## src/inc/dcf_pkg.sv

```systemverilog
// Shared constants of the flagged FIFO port block: sizes, map, fields.
package dcf_pkg;

	// ****************************************************************
	// Sizes
	// ****************************************************************
	localparam int DCF_DATA_W = 9;
	localparam int DCF_DEPTH = 256;
	localparam int DCF_OFS_W = 16;

	// ****************************************************************
	// Register map (byte addresses)
	// ****************************************************************
	localparam logic [7:0] DCF_ADR_OFFSETS = 8'h00;
	localparam logic [7:0] DCF_ADR_STATUS = 8'h04;
	localparam logic [7:0] DCF_ADR_INT_STATUS = 8'h08;
	localparam logic [7:0] DCF_ADR_INT_MASK = 8'h0c;

	// ****************************************************************
	// Fields and reset values
	// ****************************************************************
	localparam int DCF_OFS_AE_LSB = 0;
	localparam int DCF_OFS_AF_LSB = 16;
	localparam logic [15:0] DCF_AE_OFS_RST = 16'h0007;
	localparam logic [15:0] DCF_AF_OFS_RST = 16'h0007;
	localparam int DCF_ST_EMPTY = 0;
	localparam int DCF_ST_AEMPTY = 1;
	localparam int DCF_ST_AFULL = 2;
	localparam int DCF_ST_FULL = 3;
	localparam int DCF_ST_DUAL = 4;
	localparam int DCF_ST_LEVEL_LSB = 16;
	localparam int DCF_IRQ_W = 4;
	localparam int DCF_IRQ_EMPTY = 0;
	localparam int DCF_IRQ_FULL = 1;
	localparam int DCF_IRQ_WR_REFUSED = 2;
	localparam int DCF_IRQ_RD_REFUSED = 3;
	localparam logic [3:0] DCF_INT_MASK_RST = 4'h0;

	// ****************************************************************
	// Start-up sequence after reset release
	// ****************************************************************
	localparam logic [1:0] DCF_START_CAPTURE = 2'h2;
	localparam logic [1:0] DCF_START_DONE = 2'h3;

endpackage : dcf_pkg

```

## src/rtl/dcf_fifo.sv

```systemverilog
// Flagged FIFO with pin-side write/read ports and a Wishbone slave.
//
// What this block does
// - Shared enable/load pin high at reset: acts as second write enable.
// - Shared pin low at reset: it loads and reads back flag offsets.
// - Dual-enable mode stores a word when first enable low, second high.
// - Writes are ignored while the full flag is low.
// - One word pops per read edge with both read enables low.
// - Reads are ignored, pointer unchanged, while empty flag is low.
// - Each popped word appears as a 9-bit output word.
// - Data outputs driven while output enable low, released when high.
// - Empty flag low when nothing stored, updated on read clock.
// - Almost-empty low within offset of empty, default seven.
// - Almost-full low within offset of full, default seven.
// - Full flag low when every location used, updated on write clock.
// - Reset clears both pointers, full flags high, empty flags low.
// - Offset mode: first write enable alone governs writing.
// - Each accepted write takes a 9-bit input word.
//
// Added by the designer: the Wishbone register port and the address map.
`timescale 1ns/100ps
module dcf_fifo #(
	parameter int DW = dcf_pkg::DCF_DATA_W,
	parameter int DEPTH = dcf_pkg::DCF_DEPTH
) (
	input logic sys_clk_in,                 // System clock, 10 MHz
	input logic reset_n_in,                 // Asynchronous reset, active low
	input logic write_clk_in,               // Writer clock pin
	input logic write_enable_first_n_in,    // First write enable, low
	input logic second_write_enable_or_offset_load_in, // Enable 2 or load
	input logic [DW-1:0] write_data_in,     // Word to write
	input logic read_clk_in,                // Reader clock pin
	input logic read_enable_first_n_in,     // First read enable, low
	input logic read_enable_second_n_in,    // Second read enable, low
	input logic output_enable_n_in,         // Output enable, low
	output logic [DW-1:0] read_data_out,    // Word read
	output logic read_data_oe_out,          // High while data driven
	output logic empty_flag_n_out,          // Empty, active low
	output logic almost_empty_flag_n_out,   // Almost empty, active low
	output logic almost_full_flag_n_out,    // Almost full, active low
	output logic full_flag_n_out,           // Full, active low
	output logic irq_out,                   // Level interrupt, high
	input logic wb_cyc_in,                  // Wishbone cycle
	input logic wb_stb_in,                  // Wishbone strobe
	input logic wb_we_in,                   // Wishbone write
	input logic [7:0] wb_adr_in,            // Wishbone byte address
	input logic [3:0] wb_sel_in,            // Wishbone byte selects
	input logic [31:0] wb_dat_in,           // Wishbone write data
	output logic [31:0] wb_dat_out,         // Wishbone read data
	output logic wb_ack_out                 // Wishbone acknowledge
);
	localparam int AW = $clog2(DEPTH);
	localparam int CW = AW + 1;
	localparam int WS_W = DW + 3;
	localparam int WS_CLK = DW + 2;
	localparam int WS_EN1 = DW + 1;
	localparam int WS_EN2 = DW;
	localparam int RS_CLK = 3;
	localparam int RS_EN1 = 2;
	localparam int RS_EN2 = 1;
	localparam int RS_OE = 0;

	// ****************************************************************
	// Parameter checks
	// ****************************************************************
	generate
		if (DEPTH < 4 || DEPTH > 32768 ||
			(DEPTH & (DEPTH - 1)) != 0) begin : g_bad_depth
			$error("DEPTH must be a power of two from 4 to 32768");
		end
		if (DW < 1 || DW > dcf_pkg::DCF_OFS_W) begin : g_bad_width
			$error("DW must be from 1 to 16");
		end
	endgenerate

	typedef struct packed {
		logic [1:0] start_cnt;
		logic dual_mode;
		logic wclk_prev;
		logic rclk_prev;
		logic [AW-1:0] wr_ptr;
		logic [AW-1:0] rd_ptr;
		logic [CW-1:0] count;
		logic empty_n;
		logic ae_n;
		logic af_n;
		logic full_n;
		logic [15:0] ae_ofs;
		logic [15:0] af_ofs;
		logic ld_wr_sel;
		logic ld_rd_sel;
		logic [DW-1:0] rdata;
		logic data_oe;
		logic [3:0] int_status;
		logic [3:0] int_mask;
		logic irq;
		logic ack;
		logic [31:0] wb_rdata;
	} dcf_fifo_state_t;

	dcf_fifo_state_t st_reg;
	dcf_fifo_state_t st_next;

	logic [WS_W-1:0] wsync_q;
	logic [3:0] rsync_q;
	logic [DW-1:0] mem_rd_data;
	logic running;
	logic wr_edge;
	logic rd_edge;
	logic wr_try;
	logic ld_active;
	logic rd_try;
	logic wr_accept;
	logic rd_accept;
	logic wb_req;
	logic wb_wr;
	logic [3:0] irq_event;
	logic [3:0] irq_clear;
	logic [31:0] ofs_word;
	logic [31:0] rd_word;

	// ****************************************************************
	// Pin synchronisers and storage
	// ****************************************************************
	// Pin clocks are sampled, so they must run below a quarter of sys_clk
	dcf_sync2 #(.W(WS_W)) u_wsync (
		.sys_clk_in(sys_clk_in),
		.reset_n_in(reset_n_in),
		.d_in({write_clk_in, write_enable_first_n_in,
			second_write_enable_or_offset_load_in, write_data_in}),
		.q_out(wsync_q)
	);

	dcf_sync2 #(.W(4)) u_rsync (
		.sys_clk_in(sys_clk_in),
		.reset_n_in(reset_n_in),
		.d_in({read_clk_in, read_enable_first_n_in,
			read_enable_second_n_in, output_enable_n_in}),
		.q_out(rsync_q)
	);

	dcf_store #(.DW(DW), .DEPTH(DEPTH), .AW(AW)) u_store (
		.sys_clk_in(sys_clk_in),
		.reset_n_in(reset_n_in),
		.wr_en_in(wr_accept),
		.wr_addr_in(st_reg.wr_ptr),
		.wr_data_in(wsync_q[DW-1:0]),
		.rd_addr_in(st_reg.rd_ptr),
		.rd_data_out(mem_rd_data)
	);

	// ****************************************************************
	// Next-state logic
	// ****************************************************************
	always_comb begin
		st_next = st_reg;
		running = (st_reg.start_cnt == dcf_pkg::DCF_START_DONE);
		wr_edge = running && wsync_q[WS_CLK] && !st_reg.wclk_prev;
		rd_edge = running && rsync_q[RS_CLK] && !st_reg.rclk_prev;
		ld_active = !st_reg.dual_mode && !wsync_q[WS_EN2];
		wr_try = st_reg.dual_mode ?
			(!wsync_q[WS_EN1] && wsync_q[WS_EN2]) :
			!wsync_q[WS_EN1];
		rd_try = !rsync_q[RS_EN1] && !rsync_q[RS_EN2];
		wr_accept = 1'b0;
		rd_accept = 1'b0;
		irq_event = 4'h0;
		wb_req = wb_cyc_in && wb_stb_in;
		wb_wr = wb_req && st_reg.ack && wb_we_in;
		irq_clear = 4'h0;
		ofs_word = {st_reg.af_ofs, st_reg.ae_ofs};
		rd_word = 32'h0000_0000;
		st_next.wclk_prev = wsync_q[WS_CLK];
		st_next.rclk_prev = rsync_q[RS_CLK];
		// Synchroniser resets low, which would read as an enabled output
		st_next.data_oe = running && !rsync_q[RS_OE];

		// Mode strap is taken just after release, once the pin has synced
		if (!running) begin
			st_next.start_cnt = st_reg.start_cnt + 2'h1;
			if (st_reg.start_cnt == dcf_pkg::DCF_START_CAPTURE) begin
				st_next.dual_mode = wsync_q[WS_EN2];
			end
		end

		// Bus writes to the offsets, byte lane by byte lane
		if (wb_wr && wb_adr_in == dcf_pkg::DCF_ADR_OFFSETS) begin
			for (int b = 0; b < 4; b++) begin
				if (wb_sel_in[b]) begin
					ofs_word[8*b +: 8] = wb_dat_in[8*b +: 8];
				end
			end
			st_next.ae_ofs = ofs_word[dcf_pkg::DCF_OFS_AE_LSB +: 16];
			st_next.af_ofs = ofs_word[dcf_pkg::DCF_OFS_AF_LSB +: 16];
		end

		// Write side; pin offset loads override a bus write in one cycle
		if (wr_edge && ld_active && !wsync_q[WS_EN1]) begin
			if (!st_reg.ld_wr_sel) begin
				st_next.ae_ofs = 16'(wsync_q[DW-1:0]);
			end else begin
				st_next.af_ofs = 16'(wsync_q[DW-1:0]);
			end
			st_next.ld_wr_sel = !st_reg.ld_wr_sel;
		end else if (wr_edge && wr_try) begin
			if (st_reg.full_n) begin
				wr_accept = 1'b1;
				st_next.wr_ptr = st_reg.wr_ptr + AW'(1);
			end else begin
				irq_event[dcf_pkg::DCF_IRQ_WR_REFUSED] = 1'b1;
			end
		end

		// Read side; with load held low a read returns an offset instead
		if (rd_edge && rd_try) begin
			if (ld_active) begin
				st_next.rdata = st_reg.ld_rd_sel ?
					st_reg.af_ofs[DW-1:0] : st_reg.ae_ofs[DW-1:0];
				st_next.ld_rd_sel = !st_reg.ld_rd_sel;
			end else if (st_reg.empty_n) begin
				rd_accept = 1'b1;
				st_next.rdata = mem_rd_data;
				st_next.rd_ptr = st_reg.rd_ptr + AW'(1);
			end else begin
				irq_event[dcf_pkg::DCF_IRQ_RD_REFUSED] = 1'b1;
			end
		end

		st_next.count = st_reg.count + CW'(wr_accept) - CW'(rd_accept);

		// Empty side flags move only with the reader's clock
		if (rd_edge) begin
			st_next.empty_n = (st_next.count != '0);
			st_next.ae_n = (16'(st_next.count) > st_reg.ae_ofs);
		end
		// Full side flags move only with the writer's clock
		if (wr_edge) begin
			st_next.full_n = (st_next.count != CW'(DEPTH));
			st_next.af_n = ((17'(st_next.count) + 17'(st_reg.af_ofs))
				< 17'(DEPTH));
		end
		irq_event[dcf_pkg::DCF_IRQ_EMPTY] = st_reg.empty_n && !st_next.empty_n;
		irq_event[dcf_pkg::DCF_IRQ_FULL] = st_reg.full_n && !st_next.full_n;

		// Interrupt registers; a new event beats a clear in the same cycle
		if (wb_wr && wb_sel_in[0]) begin
			if (wb_adr_in == dcf_pkg::DCF_ADR_INT_STATUS) begin
				irq_clear = wb_dat_in[3:0];
			end
			if (wb_adr_in == dcf_pkg::DCF_ADR_INT_MASK) begin
				st_next.int_mask = wb_dat_in[3:0];
			end
		end
		st_next.int_status = (st_reg.int_status & ~irq_clear) | irq_event;
		st_next.irq = |(st_next.int_status & st_next.int_mask);

		// Bus answer one cycle after the request, dropped the cycle after
		st_next.ack = wb_req && !st_reg.ack;
		unique case (wb_adr_in)
			dcf_pkg::DCF_ADR_OFFSETS: begin
				rd_word = {st_reg.af_ofs, st_reg.ae_ofs};
			end
			dcf_pkg::DCF_ADR_STATUS: begin
				rd_word[dcf_pkg::DCF_ST_EMPTY] = st_reg.empty_n;
				rd_word[dcf_pkg::DCF_ST_AEMPTY] = st_reg.ae_n;
				rd_word[dcf_pkg::DCF_ST_AFULL] = st_reg.af_n;
				rd_word[dcf_pkg::DCF_ST_FULL] = st_reg.full_n;
				rd_word[dcf_pkg::DCF_ST_DUAL] = st_reg.dual_mode;
				rd_word[dcf_pkg::DCF_ST_LEVEL_LSB +: CW] = st_reg.count;
			end
			dcf_pkg::DCF_ADR_INT_STATUS: begin
				rd_word[3:0] = st_reg.int_status;
			end
			dcf_pkg::DCF_ADR_INT_MASK: begin
				rd_word[3:0] = st_reg.int_mask;
			end
			default: begin
				rd_word = 32'h0000_0000;
			end
		endcase
		if (wb_req && !st_reg.ack) begin
			st_next.wb_rdata = rd_word;
		end
	end

	// ****************************************************************
	// State register
	// ****************************************************************
	always_ff @(posedge sys_clk_in or negedge reset_n_in) begin
		if (!reset_n_in) begin
			st_reg <= '0;
			st_reg.af_n <= 1'b1;
			st_reg.full_n <= 1'b1;
			st_reg.ae_ofs <= dcf_pkg::DCF_AE_OFS_RST;
			st_reg.af_ofs <= dcf_pkg::DCF_AF_OFS_RST;
			st_reg.int_mask <= dcf_pkg::DCF_INT_MASK_RST;
		end else begin
			st_reg <= st_next;
		end
	end

	assign read_data_out = st_reg.rdata;
	assign read_data_oe_out = st_reg.data_oe;
	assign empty_flag_n_out = st_reg.empty_n;
	assign almost_empty_flag_n_out = st_reg.ae_n;
	assign almost_full_flag_n_out = st_reg.af_n;
	assign full_flag_n_out = st_reg.full_n;
	assign irq_out = st_reg.irq;
	assign wb_dat_out = st_reg.wb_rdata;
	assign wb_ack_out = st_reg.ack;

	// ****************************************************************
	// Assertions
	// ****************************************************************
	a_reset_state: assert property (
		@(posedge sys_clk_in) disable iff (!reset_n_in)
		!running |-> (!empty_flag_n_out && !almost_empty_flag_n_out &&
			!read_data_oe_out &&
			almost_full_flag_n_out && full_flag_n_out &&
			st_reg.wr_ptr == '0 && st_reg.rd_ptr == '0))
		else $error("flags or pointers left reset state early");

	a_mode_strap: assert property (
		@(posedge sys_clk_in) disable iff (!reset_n_in)
		st_reg.start_cnt == dcf_pkg::DCF_START_CAPTURE |=>
			st_reg.dual_mode == $past(wsync_q[WS_EN2]) ##1
			$stable(st_reg.dual_mode))
		else $error("write mode not taken from strap");

	a_dual_gate: assert property (
		@(posedge sys_clk_in) disable iff (!reset_n_in)
		st_reg.dual_mode && wr_edge &&
			!(!wsync_q[WS_EN1] && wsync_q[WS_EN2]) |=> $stable(st_reg.wr_ptr))
		else $error("write taken with enables not asserted");

	a_single_gate: assert property (
		@(posedge sys_clk_in) disable iff (!reset_n_in)
		!st_reg.dual_mode && wr_edge && !wsync_q[WS_EN1] &&
			wsync_q[WS_EN2] && st_reg.full_n |=>
			st_reg.wr_ptr == $past(st_reg.wr_ptr) + AW'(1))
		else $error("first enable alone did not write");

	a_full_refuse: assert property (
		@(posedge sys_clk_in) disable iff (!reset_n_in)
		wr_edge && wr_try && !ld_active && !full_flag_n_out |=>
			$stable(st_reg.wr_ptr) &&
			st_reg.int_status[dcf_pkg::DCF_IRQ_WR_REFUSED])
		else $error("write accepted while full");

	a_pop_one: assert property (
		@(posedge sys_clk_in) disable iff (!reset_n_in)
		rd_edge && rd_try && !ld_active && empty_flag_n_out |=>
			st_reg.rd_ptr == $past(st_reg.rd_ptr) + AW'(1) &&
			read_data_out == $past(mem_rd_data))
		else $error("read edge did not pop one word");

	a_empty_refuse: assert property (
		@(posedge sys_clk_in) disable iff (!reset_n_in)
		rd_edge && rd_try && !ld_active && !empty_flag_n_out |=>
			$stable(st_reg.rd_ptr) && $stable(read_data_out))
		else $error("read accepted while empty");

	a_empty_value: assert property (
		@(posedge sys_clk_in) disable iff (!reset_n_in)
		rd_edge |=> empty_flag_n_out == (st_reg.count != '0))
		else $error("empty flag wrong after read edge");

	a_full_value: assert property (
		@(posedge sys_clk_in) disable iff (!reset_n_in)
		wr_edge |=> full_flag_n_out == (st_reg.count != CW'(DEPTH)))
		else $error("full flag wrong after write edge");

	a_aempty_value: assert property (
		@(posedge sys_clk_in) disable iff (!reset_n_in)
		rd_edge |=> almost_empty_flag_n_out ==
			(16'(st_reg.count) > $past(st_reg.ae_ofs)))
		else $error("almost-empty flag wrong after read edge");

	a_afull_value: assert property (
		@(posedge sys_clk_in) disable iff (!reset_n_in)
		wr_edge |=> almost_full_flag_n_out ==
			((17'(st_reg.count) + 17'($past(st_reg.af_ofs))) < 17'(DEPTH)))
		else $error("almost-full flag wrong after write edge");

	a_oe_follow: assert property (
		@(posedge sys_clk_in) disable iff (!reset_n_in)
		running |=> read_data_oe_out == !$past(rsync_q[RS_OE]))
		else $error("data enable does not follow output enable");

	a_irq_level: assert property (
		@(posedge sys_clk_in) disable iff (!reset_n_in)
		irq_out == |(st_reg.int_status & st_reg.int_mask))
		else $error("interrupt does not match masked status");

	a_ack_pulse: assert property (
		@(posedge sys_clk_in) disable iff (!reset_n_in)
		wb_ack_out |=> !wb_ack_out)
		else $error("ack held two cycles");

endmodule : dcf_fifo

```

## src/rtl/dcf_sync2.sv

```systemverilog
// Two-flop synchroniser for a bundle of pin inputs.
`timescale 1ns/100ps
module dcf_sync2 #(
	parameter int W = 1
) (
	input logic sys_clk_in,   // System clock
	input logic reset_n_in,   // Asynchronous reset, active low
	input logic [W-1:0] d_in, // Asynchronous pin levels
	output logic [W-1:0] q_out // Levels after two flops
);
	typedef struct packed {
		logic [W-1:0] s1;
		logic [W-1:0] s2;
	} dcf_sync_state_t;

	dcf_sync_state_t st_reg;
	dcf_sync_state_t st_next;

	// First stage feeds only the second one
	always_comb begin
		st_next = st_reg;
		st_next.s1 = d_in;
		st_next.s2 = st_reg.s1;
	end

	always_ff @(posedge sys_clk_in or negedge reset_n_in) begin
		if (!reset_n_in) begin
			st_reg <= '0;
		end else begin
			st_reg <= st_next;
		end
	end

	assign q_out = st_reg.s2;

endmodule : dcf_sync2

```

## src/rtl/dcf_store.sv

```systemverilog
// Flip-flop word storage of the FIFO, one write and one read address.
`timescale 1ns/100ps
module dcf_store #(
	parameter int DW = 9,
	parameter int DEPTH = 256,
	parameter int AW = 8
) (
	input logic sys_clk_in,          // System clock
	input logic reset_n_in,          // Asynchronous reset, active low
	input logic wr_en_in,            // Store word this cycle
	input logic [AW-1:0] wr_addr_in, // Write location
	input logic [DW-1:0] wr_data_in, // Word to store
	input logic [AW-1:0] rd_addr_in, // Read location
	output logic [DW-1:0] rd_data_out // Word at read location
);
	generate
		if (DEPTH < 2 || DEPTH > (1 << AW)) begin : g_bad_depth
			$error("DEPTH must fit the address width");
		end
	endgenerate

	typedef struct packed {
		logic [DEPTH-1:0][DW-1:0] mem;
	} dcf_store_state_t;

	dcf_store_state_t st_reg;
	dcf_store_state_t st_next;

	always_comb begin
		st_next = st_reg;
		if (wr_en_in) begin
			st_next.mem[wr_addr_in] = wr_data_in;
		end
	end

	always_ff @(posedge sys_clk_in or negedge reset_n_in) begin
		if (!reset_n_in) begin
			st_reg <= '0;
		end else begin
			st_reg <= st_next;
		end
	end

	assign rd_data_out = st_reg.mem[rd_addr_in];

endmodule : dcf_store

```

## config.mk

```make
export PLATFORM = sky130hd
export DESIGN_NAME = dcf_fifo
export DESIGN_NICKNAME = d
export VERILOG_FILES = /design/src/inc/dcf_pkg.sv /design/src/rtl/dcf_fifo.sv /design/src/rtl/dcf_sync2.sv /design/src/rtl/dcf_store.sv
export SDC_FILE = /design/constraint.sdc
export NUM_CORES = 2
export LEC_CHECK = 0
export BUFFER_PORTS_ARGS = -buffer_cell sky130_fd_sc_hd__buf_2
export CAP_MARGIN = 20
export CORE_MARGIN = 2
export CORE_UTILIZATION = 55
export CTS_CLUSTER_SIZE = 20
export DETAILED_ROUTE_END_ITERATION = 8
export GPL_TIMING_DRIVEN = 0
export PLACE_DENSITY = 0.77
export SETUP_SLACK_MARGIN = 0.02
export SYNTH_ARGS = -nofsm -noshare
export SYNTH_HDL_FRONTEND = slang
export SYNTH_HIERARCHICAL = 1
export SYNTH_SLANG_ARGS = --single-unit
```

## constraint.sdc

```tcl
create_clock -name sys_clk_in -period 5.98 [get_ports sys_clk_in]
set_clock_uncertainty 0.15 [all_clocks]
set_input_delay 0.598 -clock sys_clk_in [delete_from_list [all_inputs] [get_ports sys_clk_in]]
set_output_delay 0.598 -clock sys_clk_in [all_outputs]
set_load 0.01 [all_outputs]
```

# ---- After elaboration in Yosys (flattened, before gate mapping)
# Index checks and enable logic that the tools add are counted.
dict set report totals {
  out_inout_bits 48
  wordCells 389
  ff_bits 2456
}
dict set report op_classes {
  n_reduce_logical 43
  mux 40
  eq_ne 6
  order_cmp 5
  add_sub_neg 6
  n_bitwise 7
}
# op count
set ops {}
lappend ops {{$bwmux 2304} 1}
lappend ops {{$bmux 9 s8} 1}
lappend ops {{$demux 9 s8} 1}
lappend ops {{$mux 9} 5}
lappend ops {{$mux 33} 1}
lappend ops {{$mux 16} 2}
lappend ops {{$mux 32} 1}
lappend ops {{$mux 8} 4}
lappend ops {{$logic_and 1x1->1} 21}
lappend ops {{$lt 8x9->1 const B} 2}
lappend ops {{$pmux 9 s2} 1}
lappend ops {{$add 9x16->17} 1}
lappend ops {{$lt 17x9->1 const B} 1}
lappend ops {{$add 8x1->8 const B} 2}
lappend ops {{$eq 8x4->1 const B} 2}
lappend ops {{$gt 9x16->1} 1}
lappend ops {{$mux 4} 4}
lappend ops {{$pmux 4 s4} 1}
lappend ops {{$mux 1} 14}
lappend ops {{$logic_not 1->1} 13}
lappend ops {{$mux 11} 1}
lappend ops {{$add 9x1->9} 1}
lappend ops {{$ne 9x9->1 const B} 1}
lappend ops {{$reduce_bool 9->1} 1}
lappend ops {{17 further kinds} 24}

# ---- Depth between registers and ports, before layout
dict set report depth {
  word_depth 15
  depth_mapped 24
}

# ---- Cells and area by module
# The synthesis kept the hierarchy.
# mod area_each_um2 seq_area_each_um2 cells_each n_inst
set by_module_without_submodules {}
lappend by_module_without_submodules {dcf_store 104266.2 57655.3 6750 1}
lappend by_module_without_submodules {dcf_fifo 6582.6 3012.9 703 1}
lappend by_module_without_submodules {{dcf_sync2 (u_wsync)} 600.6 600.6 24 1}
lappend by_module_without_submodules {{dcf_sync2 (u_rsync)} 200.2 200.2 8 1}

# ---- Worst setup path before layout
# No wires, ideal clock.
dict set report synth_timing {
  path_kind {register to register}
  start {register, netlist name st_reg[118]}
  end {register st_reg (netlist bit almost_full_flag_n_out)}
  stages_incl_launch_ff 25
  t_arrival_ns 4.388
  t_required_ns 5.739
  path_slack_ns 1.352
  synth_period_minus_slack_ns 4.628
  cell_sequence {dfrtp_1 > ha_1 > buf_4 > nand3b_1 > nor2_1 > and3_1 > buf_4 > inv_1 > ha_1 > inv_1 > ha_1 > inv_1 > fa_1 > nand2b_1 > a21oi_1 > o22ai_1 > xnor2_1 > ha_1 > inv_1 > nor2_1 > nor2_1 > o22ai_1 > mux2_2 > a211o_1 > o31ai_1}
}
# element line_no
set synth_lines {}
lappend synth_lines {{end signal: assignment} dcf_fifo.sv:298} ;# st_reg <= st_next;
lappend synth_lines {{end: declaration} dcf_fifo.sv:101} ;# dcf_fifo_state_t st_reg;

==> key figures <==
Routing
  • Routed length per placed instance: 36.5 microns
  • # DRC: 0
  • Final ANT Viol Nets: 0
  • Post-Route WL: 398000 microns
  • Total iterations of the first detailed-routing run: 7
  • 1st-iter DRT viols: 10700
  • Total number of vias: 75700
  • Vias per std cell: 6.94

Synthesis
  • Post-Syn Area: 0.112 sq mm
  • Syn_nets: 7581
  • Most frequent cell after synthesis: dfrtp_1
  • Sequential element share of the synthesized area: 0.551
  • Unique masters post-synth: 73
  • Post-synth EDFFs: 0
  • Ys flop type: dfrtp_1
  • Area contributors post-synth: dfrtp_1 55%, mux2_2 23%, mux4_2 10%
  • YS warnings: 6
  • Synth top cells by count: 2448 x dfrtp_1, 2312 x mux2_2, 501 x mux4_2
  • Avg Inst Size Synth: 14.9 sq um
  • Count of state elements after synthesis: 2456
  • Post-Syn Instances: 7485
  • Post-synth top area cell: dfrtp_1
  • Top cell type's share of synthesized area: 0.549
  • Asr flop ratio synth: 1.00

Critical path
  • Largest stage delay on the critical path: 0.94 ns
  • Data required, critical path: 6.60 ns
  • CP max-delay cell: a221oi_1
  • Stages on worst setup path: 12
  • CP top delay family: buffers and inverters
  • CP Class: register to register
  • CP arrival: 6.58 ns
  • Crit-path most repeated cell: buf_2
  • Worst Setup Start Kind: register
  • Maximum fanout along the worst path: 10
  • Reg-to-reg slack, setup: 0.03 ns
  • Buf+Inv Stages, Crit Path: 5
  • CP Cell Sequence: buf_4 -> buf_2 -> buf_2 -> buf_2 -> mux4_2 -> a221oi_1 -> o32ai_1 -> nor3_1 -> nor4_1 -> buf_2 -> o21ai_0 -> o21ai_0
  • Worst Setup End Kind: register
  • FF-to-FF path depth: 12

Global route
  • Initial antenna violation count: 46
  • Largest net degree at the start of global routing: 177
  • Final global-route overflow total: 0
  • Vias in the first global route: 76900
  • Gr usage total: 0.385
  • First-pass GRT wire length: 562000 microns

Run
  • Max Cap Violations: 0

Timing
  • Final setup violating endpoints: 0
  • Fin Hold WS: 0.0692 ns
  • Slew Limit Headroom: 0.0923
  • Min Tclk post-route: 5.95 ns
  • Post-route worst setup slack: 0.0283 ns
  • Worst-margin pin slew: 1.35 ns
  • TNS Setup: 0 ns
  • F_max: 168 MHz
  • Unrepaired setup endpoints after global routing: no
  • Tcrit/Tclk final: 0.995
  • Final Max Slew Viols: 0
  • Final hold vios: 0

Clock network
  • Reg clk slew, reported paths: 0.06 ns
  • CTS Sinks: 2456
  • H-tree level count: 5
  • CTS Root Cell: clkbuf_16
  • Clock Tree Buf Depth: 4
  • CTS tree: built
  • Cts bufs inserted: 279
  • Worst-Skew Late Latency: 0.92 ns

Place
  • Hpwl dp: 280000 microns
  • PortBufs: 108
  • Routability cong.: 1.04
  • Place WS: 0.136 ns

Die
  • Die Footprint: 0.207 sq mm
  • Die height: 455 microns
  • # rows: 165
  • Initial core utilization: 0.553
  • IO Count: 113
  • Core area: 0.202 sq mm
  • Die X: 455 microns

Final layout
  • Ratio of cells with drive above 1 in the final layout: 0.447
  • Fillers: 14500
  • Nets: 8139
  • Max reg flops: 2304
  • Area grow syn2layout: 13.7%

Pwr
  • PD cells: 361 mW/mm^2
  • Worst ir drop on vdd: 0.000374 V
  • Leakage Power: 0.0606 uW

Run status
  • Outcome: finished clean

Hold path
  • Min-Delay Path Depth: 4
  • Hold Crit Class: primary input to register
[report_power, final]
group	switching, uW	leakage [uW]	internal (uW)
Clock	6900	0.00450	10300
Sequential	333	0.0341	17000
Combinational	8100	0.0220	3240
[repair_timing]
action | in CTS | in global routing
setup endpoints to repair | 0 | 1
buffers inserted | 0 | 2
gates resized for setup | 0 | 5
hold buffers | 67 | 0
hold endpoints to repair | 163 | 0
[final cells by class]
type	count	area (sq um)	share of cell area
buffer	593	2860	0.0225
multi-input combinational	4396	47200	0.372
tap	2672	3340	0.0263
clock buffer	414	8360	0.0659
clock inverter	59	759	0.00598
inverter	40	150	0.00118
timing repair buffer	277	2720	0.0214
sequential	2456	61500	0.484
antenna	15	37.5	0.000296
[final timing paths]
kind	start	to
min	wb_adr_in[1]	st_reg[36]$_DFF_PN0_
min reg2reg	u_wsync/st_next[1]$_DFF_PN0_	u_wsync/q_out[1]$_DFF_PN0_
max in group asynchronous	reset_n_in	u_store/st_reg[576]$_DFFE_PN0P_
max reg2reg	st_reg[100]$_DFFE_PN0P_	read_data_out[4]$_DFFE_PN0P_
min in group asynchronous	reset_n_in	wb_dat_out[28]$_DFFE_PN0P_
max	st_reg[100]$_DFFE_PN0P_	read_data_out[4]$_DFFE_PN0P_
[worst reg2reg max path, delay by kind of cell, from the launching register on]
kind / cells / cell delay [ns]
simple gates: 2 / 0.98
flops: 1 / 0.47
buf+inv: 5 / 2.31
compound gates: 4 / 1.47
mux: 1 / 0.43
[placed cells by master (no fill, tap or decap), drive strengths merged, types with 17 or more instances in the layout]
cell type and instances:
nand4 17, inv 47, xnor2 19, a21oi 153, mux2 2312, dlygate4sd3 67, a22oi 189, clkinv 33
clkbuf 789, a221oi 25, dfrtp 2448, nand3 46, nand2 275, ha 30, nor2 223, buf 428
nor3 34, nor4 18, mux4 501, o221ai 44, mux2i 150, a22o 35, o21ai 110
[logic make-up (layout without fill, tap and decap cells)]
kind of cell             after synthesis  count (layout)  synth area share
AO/OA/AOI/OAI                        671             671            0.0411
XOR/XNOR                              24              24           0.00188
adder cells (fa/ha/maj)               31              31           0.00354
buffers and inverters                633            1383            0.0267
flip-flops                          2456            2456             0.551
multiplexers                        2963            2963             0.348
other                                  0              15                 0
AND/OR/NAND/NOR                      707             707            0.0285
[per-stage QoR]
| step | total power [uW] | instance area, sq um | utilization | std cells |
|---|---|---|---|---|
| after CTS | 45300 | 127000 | 0.627 | 10900 |
| after global routing | 46700 | 127000 | 0.629 | 10900 |
| final | 45900 | 127000 | 0.629 | 10900 |
| after detailed placement | 28200 | 117000 | 0.578 | 10300 |
| after global placement | 28100 | 116000 | 0.572 | 10300 |
| after floorplan | 23000 | 112000 | - | 7485 |
[layer usage]
metal	share of wire	up-vias	wire length, microns	track usage
met5	0.0017	-	668	0.00840
met4	0.082	42	32600	0.258
met3	0.13	1407	52000	0.147
met2	0.43	5175	170000	0.550
met1	0.36	40200	143000	0.488
li1	-	28900	-	-
No activity file was read; power rests on OpenSTA's default activity.
